--- src/mct_pkg.sv ---
// Shared constants and types of the MAC channel-timing unit.
// Assumes a single 50 MHz MAC clock; all but the slow sleep clock is derived from it.
package mct_pkg;

  // Clock period and the microsecond tick derived from it (rounded up).
  localparam int CLK_PERIOD_NS = 20;
  localparam int US_NS         = 1000;
  localparam int US_CYC        = (US_NS + CLK_PERIOD_NS - 1) / CLK_PERIOD_NS;
  localparam int US_CW         = $clog2(US_CYC);
  localparam logic [US_CW-1:0] US_LAST = US_CW'(US_CYC - 1);

  // Default sizes of the unit.
  localparam int NUM_AC   = 4;
  localparam int AC_IW    = $clog2(NUM_AC);
  localparam int BO_W     = 10;
  localparam int NAV_W    = 16;
  localparam int TSF_W    = 64;
  localparam int SLP_W    = 32;
  localparam int NUM_TRIG = 2;

  // Reset values and defaults.
  localparam logic [TSF_W-1:0] TSF_RST          = 64'h0;
  localparam logic [NAV_W-1:0] NAV_RST          = 16'h0;
  localparam logic [7:0]       IDLE_US_MAX      = 8'hff;
  localparam logic [7:0]       SLOW_TICK_US_DEF = 8'h1f;

  // Backoff collision policy encodings.
  localparam logic ARB_FIXED = 1'b0;
  localparam logic ARB_RR    = 1'b1;

  // Timing setup given by the microcode controller.
  typedef struct packed {
    logic       arb_pol;
    logic [7:0] sifs_us;
    logic [7:0] rifs_us;
    logic [7:0] ifs_us;
    logic [7:0] slot_us;
  } mct_cfg_t;

  // One access on the PHY programming port.
  typedef struct packed {
    logic        we;
    logic [7:0]  addr;
    logic [15:0] wdata;
  } mct_phy_req_t;

  // Power-save sequencer states.
  typedef enum logic [2:0] {
    SLP_AWAKE = 3'b001,
    SLP_SLEEP = 3'b010,
    SLP_WAKE  = 3'b100
  } mct_slp_st_t;

endpackage

--- src/mct_backoff.sv ---
// One backoff engine for a single access category.
// Assumes slot ticks and the idle qualifier come from the same clock.
`timescale 1ns/1ps
module mct_backoff #(
  parameter int BW = mct_pkg::BO_W
) (
  input  wire logic          core_clk_i,
  input  wire logic          resetn_i,
  input  wire logic          load_i,
  input  wire logic [BW-1:0] load_val_i,
  input  wire logic          slot_tick_i,
  input  wire logic          idle_i,
  input  wire logic          grant_i,
  output logic               pend_o,
  output logic [BW-1:0]      cnt_o
);
  import mct_pkg::*;

  logic          active_r;
  logic [BW-1:0] cnt_r;
  logic          step;

  ////////////////////////////////////////////////////////////////////////
  // A slot only counts when it ended on an idle medium; otherwise hold.
  assign step = slot_tick_i && idle_i && active_r && (cnt_r != '0);

  always_ff @(posedge core_clk_i)
  begin
    if (!resetn_i)
      cnt_r <= '0;
    else if (load_i)
      cnt_r <= load_val_i;
    else if (step)
      cnt_r <= cnt_r - 1'b1;
  end

  // A reload in the grant cycle wins, so a new backoff is never dropped.
  always_ff @(posedge core_clk_i)
  begin
    if (!resetn_i)
      active_r <= 1'b0;
    else if (load_i)
      active_r <= 1'b1;
    else if (grant_i)
      active_r <= 1'b0;
  end

  assign pend_o = active_r && (cnt_r == '0);
  assign cnt_o  = cnt_r;
endmodule

--- src/mct_nav.sv ---
// Virtual carrier-sense timer fed by received duration fields.
// Assumes a one-cycle microsecond tick from the same clock.
`timescale 1ns/1ps
module mct_nav #(
  parameter int NW = mct_pkg::NAV_W
) (
  input  wire logic          core_clk_i,
  input  wire logic          resetn_i,
  input  wire logic          tick_i,
  input  wire logic          upd_i,
  input  wire logic [NW-1:0] dur_i,
  input  wire logic          clr_i,
  output logic               busy_o
);
  import mct_pkg::*;

  logic [NW-1:0] nav_r;
  logic          take;

  ////////////////////////////////////////////////////////////////////////
  // Only a longer reservation replaces the running one.
  assign take = upd_i && (dur_i > nav_r);

  always_ff @(posedge core_clk_i)
  begin
    if (!resetn_i)
      nav_r <= NAV_RST;
    else if (clr_i)
      nav_r <= NAV_RST;
    else if (take)
      nav_r <= dur_i;
    else if (tick_i && nav_r != '0)
      nav_r <= nav_r - 1'b1;
  end

  assign busy_o = (nav_r != '0);
endmodule

--- src/mct_top.sv ---
// Channel-access and timing unit of the MAC: interframe timers, backoff
// engines, NAV, TSF/TBTT, offset triggers, sleep timer and PHY port mux.
// Assumes microcode and transmit engine share core_clk_i; the PHY busy
// line and the slow sleep clock arrive asynchronously.
//
// Overview of operation
// - Interframe timers start when PHY activity ends.
// - Timed start triggers for responses and bursts.
// - Per-category backoff counts or holds each slot.
// - Zero backoff notifies the transmit engine.
// - Simultaneous zeros resolved by configured policy.
// - Power save stops the MAC clock.
// - Loaded slow-clock sleep timer sets sleep length.
// - Timer expiry restarts clock and restores MAC.
// - TSF advanced by elapsed sleep time.
// - TSF loadable from received beacon timestamps.
// - Target beacon time tracked beside TSF.
// - Triggers fire at programmed TSF offsets.
// - NAV updated from received duration fields.
// - Nonzero NAV makes the medium busy.
// - PHY programming accepted from host or microcode.
`timescale 1ns/1ps
module mct_top #(
  parameter logic [7:0] SLOW_TICK_US = mct_pkg::SLOW_TICK_US_DEF
) (
  input  wire logic                                           core_clk_i,
  input  wire logic                                           resetn_i,
  input  wire mct_pkg::mct_cfg_t                              cfg_i,
  input  wire logic                                           phy_busy_i,
  input  wire logic [mct_pkg::NUM_AC-1:0]                     bo_load_i,
  input  wire logic [mct_pkg::BO_W-1:0]                       bo_val_i,
  output logic                                                txop_grant_o,
  output logic [mct_pkg::AC_IW-1:0]                           txop_ac_o,
  output logic                                                sifs_trig_o,
  output logic                                                rifs_trig_o,
  input  wire logic                                           nav_upd_i,
  input  wire logic [mct_pkg::NAV_W-1:0]                      nav_dur_i,
  input  wire logic                                           nav_clr_i,
  output logic                                                nav_busy_o,
  input  wire logic                                           sleep_req_i,
  input  wire logic [mct_pkg::SLP_W-1:0]                      sleep_cnt_i,
  input  wire logic                                           slow_clk_i,
  output logic                                                mac_clk_en_o,
  output logic                                                wake_o,
  input  wire logic                                           tsf_load_i,
  input  wire logic [mct_pkg::TSF_W-1:0]                      tsf_val_i,
  output logic [mct_pkg::TSF_W-1:0]                           tsf_o,
  input  wire logic                                           tbtt_set_i,
  input  wire logic [mct_pkg::TSF_W-1:0]                      tbtt_val_i,
  input  wire logic [31:0]                                    bcn_intvl_i,
  output logic                                                tbtt_o,
  input  wire logic [mct_pkg::NUM_TRIG-1:0]                   trig_arm_i,
  input  wire logic [mct_pkg::NUM_TRIG-1:0][mct_pkg::TSF_W-1:0] trig_time_i,
  output logic [mct_pkg::NUM_TRIG-1:0]                        trig_o,
  input  wire logic                                           host_req_i,
  input  wire mct_pkg::mct_phy_req_t                          host_req_data_i,
  input  wire logic                                           mc_req_i,
  input  wire mct_pkg::mct_phy_req_t                          mc_req_data_i,
  output logic                                                phy_req_vld_o,
  output mct_pkg::mct_phy_req_t                               phy_req_o,
  input  wire logic                                           phy_ack_i,
  input  wire logic [15:0]                                    phy_rdata_i,
  output logic                                                host_done_o,
  output logic                                                mc_done_o,
  output logic [15:0]                                         prog_rdata_o
);
  import mct_pkg::*;

  // Saturating microsecond count for the idle-time counters.
  function automatic logic [7:0] inc_sat(input logic [7:0] v);
    inc_sat = (v == IDLE_US_MAX) ? v : v + 8'h01;
  endfunction

  // Picks the winning category among those at zero.
  function automatic logic [AC_IW-1:0] pick(input logic [NUM_AC-1:0] p,
                                            input logic pol,
                                            input logic [AC_IW-1:0] last);
    logic [AC_IW-1:0] idx;
    logic [AC_IW-1:0] r;
    r = '0;
    for (int k = NUM_AC - 1; k >= 0; k--)
    begin
      idx = (pol == ARB_RR) ? AC_IW'(last + AC_IW'(k + 1)) : AC_IW'(NUM_AC - 1 - k);
      if (p[idx])
        r = idx;
    end
    pick = r;
  endfunction

  logic                   cca_meta_r;
  logic                   phy_busy_s;
  logic                   slow_meta_r;
  logic                   slow_sync_r;
  logic                   slow_prev_r;
  logic                   slow_rise;
  logic [US_CW-1:0]       us_cnt_r;
  logic                   awake;
  logic                   tick;
  logic                   nav_busy;
  logic                   med_busy;
  logic [7:0]             phy_idle_r;
  logic [7:0]             med_idle_r;
  logic [7:0]             slot_r;
  logic                   ifs_done;
  logic                   slot_tick;
  logic [NUM_AC-1:0]      bo_pend;
  logic [NUM_AC-1:0]      bo_grant;
  logic                   win_vld;
  logic [AC_IW-1:0]       win_idx;
  logic [AC_IW-1:0]       last_r;
  mct_slp_st_t            slp_st_r;
  logic [SLP_W-1:0]       slp_cnt_r;
  logic [SLP_W-1:0]       slp_el_r;
  logic [TSF_W-1:0]       tsf_r;
  logic [TSF_W-1:0]       adv;
  logic [TSF_W-1:0]       tbtt_r;
  logic                   tbtt_arm_r;
  logic                   pg_busy_r;
  logic                   pg_host_r;
  logic                   pg_take;

  ////////////////////////////////////////////////////////////////////////
  // Two flops on each asynchronous input before any logic looks at it.
  always_ff @(posedge core_clk_i)
  begin
    if (!resetn_i)
    begin
      cca_meta_r  <= 1'b0;
      phy_busy_s  <= 1'b0;
      slow_meta_r <= 1'b0;
      slow_sync_r <= 1'b0;
      slow_prev_r <= 1'b0;
    end
    else
    begin
      cca_meta_r  <= phy_busy_i;
      phy_busy_s  <= cca_meta_r;
      slow_meta_r <= slow_clk_i;
      slow_sync_r <= slow_meta_r;
      slow_prev_r <= slow_sync_r;
    end
  end
  assign slow_rise = slow_sync_r && !slow_prev_r;

  // Microsecond tick. It is withheld while asleep, so timers freeze with
  // the gated MAC clock and TSF is corrected in one step on wake-up.
  always_ff @(posedge core_clk_i)
  begin
    if (!resetn_i || us_cnt_r == US_LAST)
      us_cnt_r <= '0;
    else
      us_cnt_r <= us_cnt_r + 1'b1;
  end
  assign awake = (slp_st_r == SLP_AWAKE);
  assign tick  = awake && (us_cnt_r == US_LAST);

  ////////////////////////////////////////////////////////////////////////
  // Interframe timers: physical idle for responses, combined for access.
  assign med_busy = phy_busy_s || nav_busy;

  always_ff @(posedge core_clk_i)
  begin
    if (!resetn_i || phy_busy_s)
      phy_idle_r <= 8'h00;
    else if (tick)
      phy_idle_r <= inc_sat(phy_idle_r);
  end

  always_ff @(posedge core_clk_i)
  begin
    if (!resetn_i || med_busy)
      med_idle_r <= 8'h00;
    else if (tick)
      med_idle_r <= inc_sat(med_idle_r);
  end

  // Each start trigger fires once, in the microsecond the gap completes.
  always_ff @(posedge core_clk_i)
  begin
    if (!resetn_i)
    begin
      sifs_trig_o <= 1'b0;
      rifs_trig_o <= 1'b0;
    end
    else
    begin
      sifs_trig_o <= tick && !phy_busy_s && phy_idle_r != cfg_i.sifs_us
                     && inc_sat(phy_idle_r) == cfg_i.sifs_us;
      rifs_trig_o <= tick && !phy_busy_s && phy_idle_r != cfg_i.rifs_us
                     && inc_sat(phy_idle_r) == cfg_i.rifs_us;
    end
  end

  // Slot clock starts only after the access gap, restarts on any busy.
  assign ifs_done = !med_busy && (med_idle_r >= cfg_i.ifs_us);

  always_ff @(posedge core_clk_i)
  begin
    if (!resetn_i || !ifs_done)
      slot_r <= 8'h00;
    else if (tick)
      slot_r <= slot_tick ? 8'h00 : slot_r + 8'h01;
  end
  assign slot_tick = ifs_done && tick && (slot_r == cfg_i.slot_us - 8'h01);

  ////////////////////////////////////////////////////////////////////////
  // Backoff engines, one per access category.
  for (genvar g = 0; g < NUM_AC; g++)
  begin : g_bo
    mct_backoff #(.BW(BO_W)) u_bo (
      .core_clk_i  (core_clk_i),
      .resetn_i    (resetn_i),
      .load_i      (bo_load_i[g]),
      .load_val_i  (bo_val_i),
      .slot_tick_i (slot_tick),
      .idle_i      (ifs_done),
      .grant_i     (bo_grant[g]),
      .pend_o      (bo_pend[g]),
      .cnt_o       ()
    );
  end

  // One winner per cycle; losers stay pending and win in later cycles.
  assign win_vld  = awake && ifs_done && (bo_pend != '0);
  assign win_idx  = pick(bo_pend, cfg_i.arb_pol, last_r);
  assign bo_grant = win_vld ? (NUM_AC'(1) << win_idx) : '0;

  always_ff @(posedge core_clk_i)
  begin
    if (!resetn_i)
    begin
      txop_grant_o <= 1'b0;
      txop_ac_o    <= '0;
      last_r       <= '0;
    end
    else
    begin
      txop_grant_o <= win_vld;
      if (win_vld)
      begin
        txop_ac_o <= win_idx;
        last_r    <= win_idx;
      end
    end
  end

  ////////////////////////////////////////////////////////////////////////
  // Virtual carrier sense.
  mct_nav #(.NW(NAV_W)) u_nav (
    .core_clk_i (core_clk_i),
    .resetn_i   (resetn_i),
    .tick_i     (tick),
    .upd_i      (nav_upd_i),
    .dur_i      (nav_dur_i),
    .clr_i      (nav_clr_i),
    .busy_o     (nav_busy)
  );
  assign nav_busy_o = nav_busy;

  ////////////////////////////////////////////////////////////////////////
  // Power-save sequencer.
  always_ff @(posedge core_clk_i)
  begin
    if (!resetn_i)
      slp_st_r <= SLP_AWAKE;
    else
      unique case (slp_st_r)
        SLP_AWAKE: if (sleep_req_i) slp_st_r <= SLP_SLEEP;
        SLP_SLEEP: if (slp_cnt_r == '0) slp_st_r <= SLP_WAKE;
        SLP_WAKE:  slp_st_r <= SLP_AWAKE;
      endcase
  end

  // Sleep length counts slow-clock edges; elapsed edges feed the TSF fix.
  always_ff @(posedge core_clk_i)
  begin
    if (!resetn_i)
    begin
      slp_cnt_r <= '0;
      slp_el_r  <= '0;
    end
    else if (awake && sleep_req_i)
    begin
      slp_cnt_r <= sleep_cnt_i;
      slp_el_r  <= '0;
    end
    else if (slp_st_r == SLP_SLEEP && slow_rise && slp_cnt_r != '0)
    begin
      slp_cnt_r <= slp_cnt_r - 1'b1;
      slp_el_r  <= slp_el_r + 1'b1;
    end
  end

  assign mac_clk_en_o = (slp_st_r != SLP_SLEEP);
  assign wake_o       = (slp_st_r == SLP_WAKE);
  assign adv          = {32'h0, slp_el_r} * {56'h0, SLOW_TICK_US};

  ////////////////////////////////////////////////////////////////////////
  // TSF: beacon load first, then sleep correction, then normal count.
  always_ff @(posedge core_clk_i)
  begin
    if (!resetn_i)
      tsf_r <= TSF_RST;
    else if (tsf_load_i)
      tsf_r <= tsf_val_i;
    else if (wake_o)
      tsf_r <= tsf_r + adv;
    else if (tick)
      tsf_r <= tsf_r + 1'b1;
  end
  assign tsf_o = tsf_r;

  // Target beacon time walks forward one interval per beacon.
  always_ff @(posedge core_clk_i)
  begin
    if (!resetn_i)
    begin
      tbtt_r     <= TSF_RST;
      tbtt_arm_r <= 1'b0;
      tbtt_o     <= 1'b0;
    end
    else
    begin
      tbtt_o <= 1'b0;
      if (tbtt_set_i)
      begin
        tbtt_r     <= tbtt_val_i;
        tbtt_arm_r <= 1'b1;
      end
      else if (awake && tbtt_arm_r && tsf_r >= tbtt_r)
      begin
        tbtt_o     <= 1'b1;
        tbtt_r     <= tbtt_r + {32'h0, bcn_intvl_i};
        tbtt_arm_r <= (bcn_intvl_i != 32'h0);
      end
    end
  end

  // Single-shot triggers at programmed TSF values, such as PSMP slots.
  for (genvar t = 0; t < NUM_TRIG; t++)
  begin : g_trig
    logic             arm_r;
    logic [TSF_W-1:0] time_r;
    always_ff @(posedge core_clk_i)
    begin
      if (!resetn_i)
      begin
        arm_r     <= 1'b0;
        time_r    <= TSF_RST;
        trig_o[t] <= 1'b0;
      end
      else
      begin
        trig_o[t] <= 1'b0;
        if (trig_arm_i[t])
        begin
          arm_r  <= 1'b1;
          time_r <= trig_time_i[t];
        end
        else if (arm_r && awake && tsf_r >= time_r)
        begin
          arm_r     <= 1'b0;
          trig_o[t] <= 1'b1;
        end
      end
    end
  end

  ////////////////////////////////////////////////////////////////////////
  // PHY programming port: microcode wins ties; one access in flight.
  assign pg_take = !pg_busy_r && !host_done_o && !mc_done_o && (host_req_i || mc_req_i);

  always_ff @(posedge core_clk_i)
  begin
    if (!resetn_i)
    begin
      pg_busy_r    <= 1'b0;
      pg_host_r    <= 1'b0;
      phy_req_o    <= '0;
      host_done_o  <= 1'b0;
      mc_done_o    <= 1'b0;
      prog_rdata_o <= 16'h0000;
    end
    else
    begin
      host_done_o <= pg_busy_r && phy_ack_i && pg_host_r;
      mc_done_o   <= pg_busy_r && phy_ack_i && !pg_host_r;
      if (pg_take)
      begin
        pg_busy_r <= 1'b1;
        pg_host_r <= !mc_req_i;
        phy_req_o <= mc_req_i ? mc_req_data_i : host_req_data_i;
      end
      else if (pg_busy_r && phy_ack_i)
      begin
        pg_busy_r    <= 1'b0;
        prog_rdata_o <= phy_rdata_i;
      end
    end
  end
  assign phy_req_vld_o = pg_busy_r;
endmodule

--- config.mk ---
export PLATFORM = sky130hd
export DESIGN_NAME = mct_top
export DESIGN_NICKNAME = d
export VERILOG_FILES = /design/src/mct_pkg.sv /design/src/mct_backoff.sv /design/src/mct_nav.sv /design/src/mct_top.sv
export SDC_FILE = /design/constraint.sdc
export NUM_CORES = 2
export LEC_CHECK = 0
export ABC_AREA = 1
export BUFFER_PORTS_ARGS = -buffer_cell sky130_fd_sc_hd__buf_2
export CAP_MARGIN = 20
export CORE_MARGIN = 2
export CORE_UTILIZATION = 50
export DETAILED_ROUTE_END_ITERATION = 16
export PLACE_DENSITY_LB_ADDON = 0.05
export SLEW_MARGIN = 10
export SYNTH_ARGS = -nofsm -noshare
export SYNTH_HDL_FRONTEND = slang
export SYNTH_SLANG_ARGS = --single-unit
--- constraint.sdc ---
create_clock -name core_clk_i -period 6.2 [get_ports core_clk_i]
set_input_delay 0.31 -clock core_clk_i [delete_from_list [all_inputs] [get_ports core_clk_i]]
set_output_delay 0.31 -clock core_clk_i [all_outputs]
set_load 0.05 [all_outputs]
==> impl_metrics.ini <==
[placement]
dp_cells = 7729
io_buffers = 581
placedInstanceArea_sq_um = 44300
place_hpwl_um = 123000
gp_congestion = 1.02

[critical_path]
arrival_ns = 5.42
path_class = reg2reg
crit_path_start_kind = flop
worstPathRequired_ns = 6.78
crit_start = tsf_o[29]
reg2reg_from = tsf_o[29]
critPathCaptureType = flop
critPathMaxFanout = 10

[synth]
syn_inst = 6217
dominantRegCellSynth = dfxtp_1
syn_area_sq_um = 40400
seq_area_frac_synth = 0.235
avgSynthCellArea_sq_um = 6.49
synthTopCellsByArea = dfxtp_1 24%, nand2_1 13%, ha_1 11%
synth_seq_cells = 474
synth_nets = 7144
synth_edf_count = 0
synth-async-reset-ratio = 0
synthDominantCellAreaShare = 0.235
synth.distinct_cells = 66
synth_largest_area_cell = dfxtp_1
yosysWarnings = 0

[sta]
hold_viol_final = 0
rsz0062_at_grt = false
clock.fmax_ghz = 0.207
slew_headroom = 0.205
whs_ns = 0.0121
post-route-min-period_ns = 4.84
fin_skew_ns = 0.0238
tns_ns = 0
fin_crit_sh = 0.781
worst_pin_slew_ns = 1.19
finalMaxSlewViolations = 0
setup_viol = 0

[cts]
hold_buffers = 277
numCtsBuffers = 57
htree_levels = 2
cts_setup_buffers = 0
cts_tree = yes
cts_sinks = 474
clockBufferDepth = 3
root_buffer = clkbuf_16
path_clk_slew_ns = 0.07
clkLatencyLatePin_ns = 0.66
cts_resized = 0

[die]
die_y_um = 288
fp-row-count = 104
die_area_sq_um = 83000
ios = 582
die_w_um = 288
start_util = 0.503
coreArea_sq_um = 80200

[final_layout]
design_area_sq_um = 49200
synthToLayoutAreaGrowth_pct = 21.9
multi_input_area_sq_um = 26800
stdcell_count = 8124
nFillCells = 7635
drive_gt1_frac = 0.122
layout_commonest_cell = nand2_1
final_cell_mix = 1395 x nand2_1, 864 x inv_1, 664 x a21oi_1
register_area_sq_um = 9490
nets = 7932

[drt]
drt-total-wl_um = 162000
drt-pass1-iter-count = 6
wire_per_inst_um = 20.0
vias = 45200
detail_route.vias_per_cell = 5.57
drtIter0Drc = 4353
drtAntennaViolNets = 0
drc = 0

[power_and_ir_drop]
vdd_drop_max_mv = 0.288
power_mw = 9.90
leakage_nw = 23.4
power_density_nw_per_um2 = 201

[global_route]
grt_pass1_wl_um = 243000
first_global_vias = 42500
overflow = 0
grt_max_degree = 119
grt_usage = 0.379
grt_antenna_before_repair = 15

[outcome]
outcome = finished clean

[flow_run]
maxCapViolCount = 0

[min_path]
hold_start = tsf_val_i[1]
hold_path.class = in2reg
cells by family (layout without fill, tap and decap cells):
family / count (synthesis) / count (layout) / share of synthesized area
buffers and inverters: 1080 / 1915 / 0.102
AO/OA/AOI/OAI: 1291 / 1291 / 0.167
flip-flops: 474 / 474 / 0.235
other: 0 / 12 / 0
adder cells (fa/ha/maj): 464 / 464 / 0.167
multiplexers: 26 / 26 / 0.00645
XOR/XNOR: 143 / 143 / 0.0310
AND/OR/NAND/NOR: 2739 / 2739 / 0.291
flip-flops by register name, indices dropped and copies added, names as in the netlist, 3 cells and up:
name,flops
g_trig.time_r,128
prog_rdata_o,16
tbtt_r,64
g_bo.u_bo.active_r,4
us_cnt_r,6
slp_el_r,32
phy_req_o,25
med_idle_r,8
phy_idle_r,8
tsf_o,64
g_bo.u_bo.cnt_o,40
slot_r,8
slp_cnt_r,32
u_nav.nav_r,16
slp_st_r,3
worst max-delay path, cell delays in order (launching register included):
cell,delay (ns)
dfxtp_1,0.71
inv_1,0.23
fa_1,0.57
inv_1,0.05
fa_1,0.47
inv_1,0.05
fa_1,0.52
inv_1,0.04
ha_1,0.35
nand2_1,0.12
nor2_1,0.24
inv_1,0.08
nor2_1,0.36
nand2_1,0.21
nor2_1,0.13
nand2_1,0.10
nand2_1,0.10
nand2_1,0.05
nand2_1,0.05
nand2_1,0.05
nand3_1,0.10
nand2_1,0.06
a21oi_1,0.12
power breakdown:
part | internal [mW] | total, mW | switching (mW)
Combinational | 0.950 | 2.70 | 1.75
Sequential | 3.25 | 3.44 | 0.191
Clock | 2.22 | 3.76 | 1.54
worst paths after layout:
check	end	slack, ns	cells after the start
min reg2reg	slow_sync_r	0.42	2
min	tsf_o[1]	0.01	3
max reg2reg	tsf_o[53]	1.36	22
max	tsf_o[53]	1.36	22
through the flow:
step | utilization | worst slack, ns
after floorplan | - | 2.08
after global placement | 0.553 | 1.38
after detailed placement | 0.553 | 1.43
after CTS | 0.613 | 1.43
after global routing | 0.614 | 1.11
final | 0.614 | 1.36
Yosys cell counts (5+ instances only):
master / n
inv_2: 13
a211oi_1: 9
ha_1: 339
a21o_1: 5
buf_6: 5
clkbuf_1: 145
buf_2: 27
nor3_2: 9
nand2_2: 13
o21bai_1: 8
o211ai_1: 23
a221oi_1: 5
o21ai_1: 7
xor2_1: 85
fa_1: 125
inv_1: 868
nand3_1: 376
mux2i_1: 26
a31oi_1: 27
a21boi_0: 6
nand4_1: 109
nor3_1: 101
buf_1: 13
nor2_1: 608
nand3_2: 8
nor2_4: 7
nor4_1: 32
dfxtp_1: 474
o21ai_0: 503
or2_2: 28
a21oi_1: 664
o21a_1: 11
xnor2_1: 58
nand2_1: 1395
nor2_2: 16
nand3b_1: 10
nor3b_1: 7
o22ai_1: 5
layer usage:
metal | GRT usage | wire length, um
met2 | 0.612 | 72300
met5 | 0 | 27
met1 | 0.502 | 67600
met4 | 0.165 | 7830
met3 | 0.0579 | 14300
cell type report:
class,instances,area share
Antenna cell,12,0.000610
Clock buffer,74,0.0321
Clock inverter,32,0.00974
Inverter,887,0.0680
Multi-Input combinational cell,4663,0.544
Sequential cell,474,0.193
Tap cell,1060,0.0270
Timing Repair Buffer,922,0.126
Power figures use the tool's default switching activity.
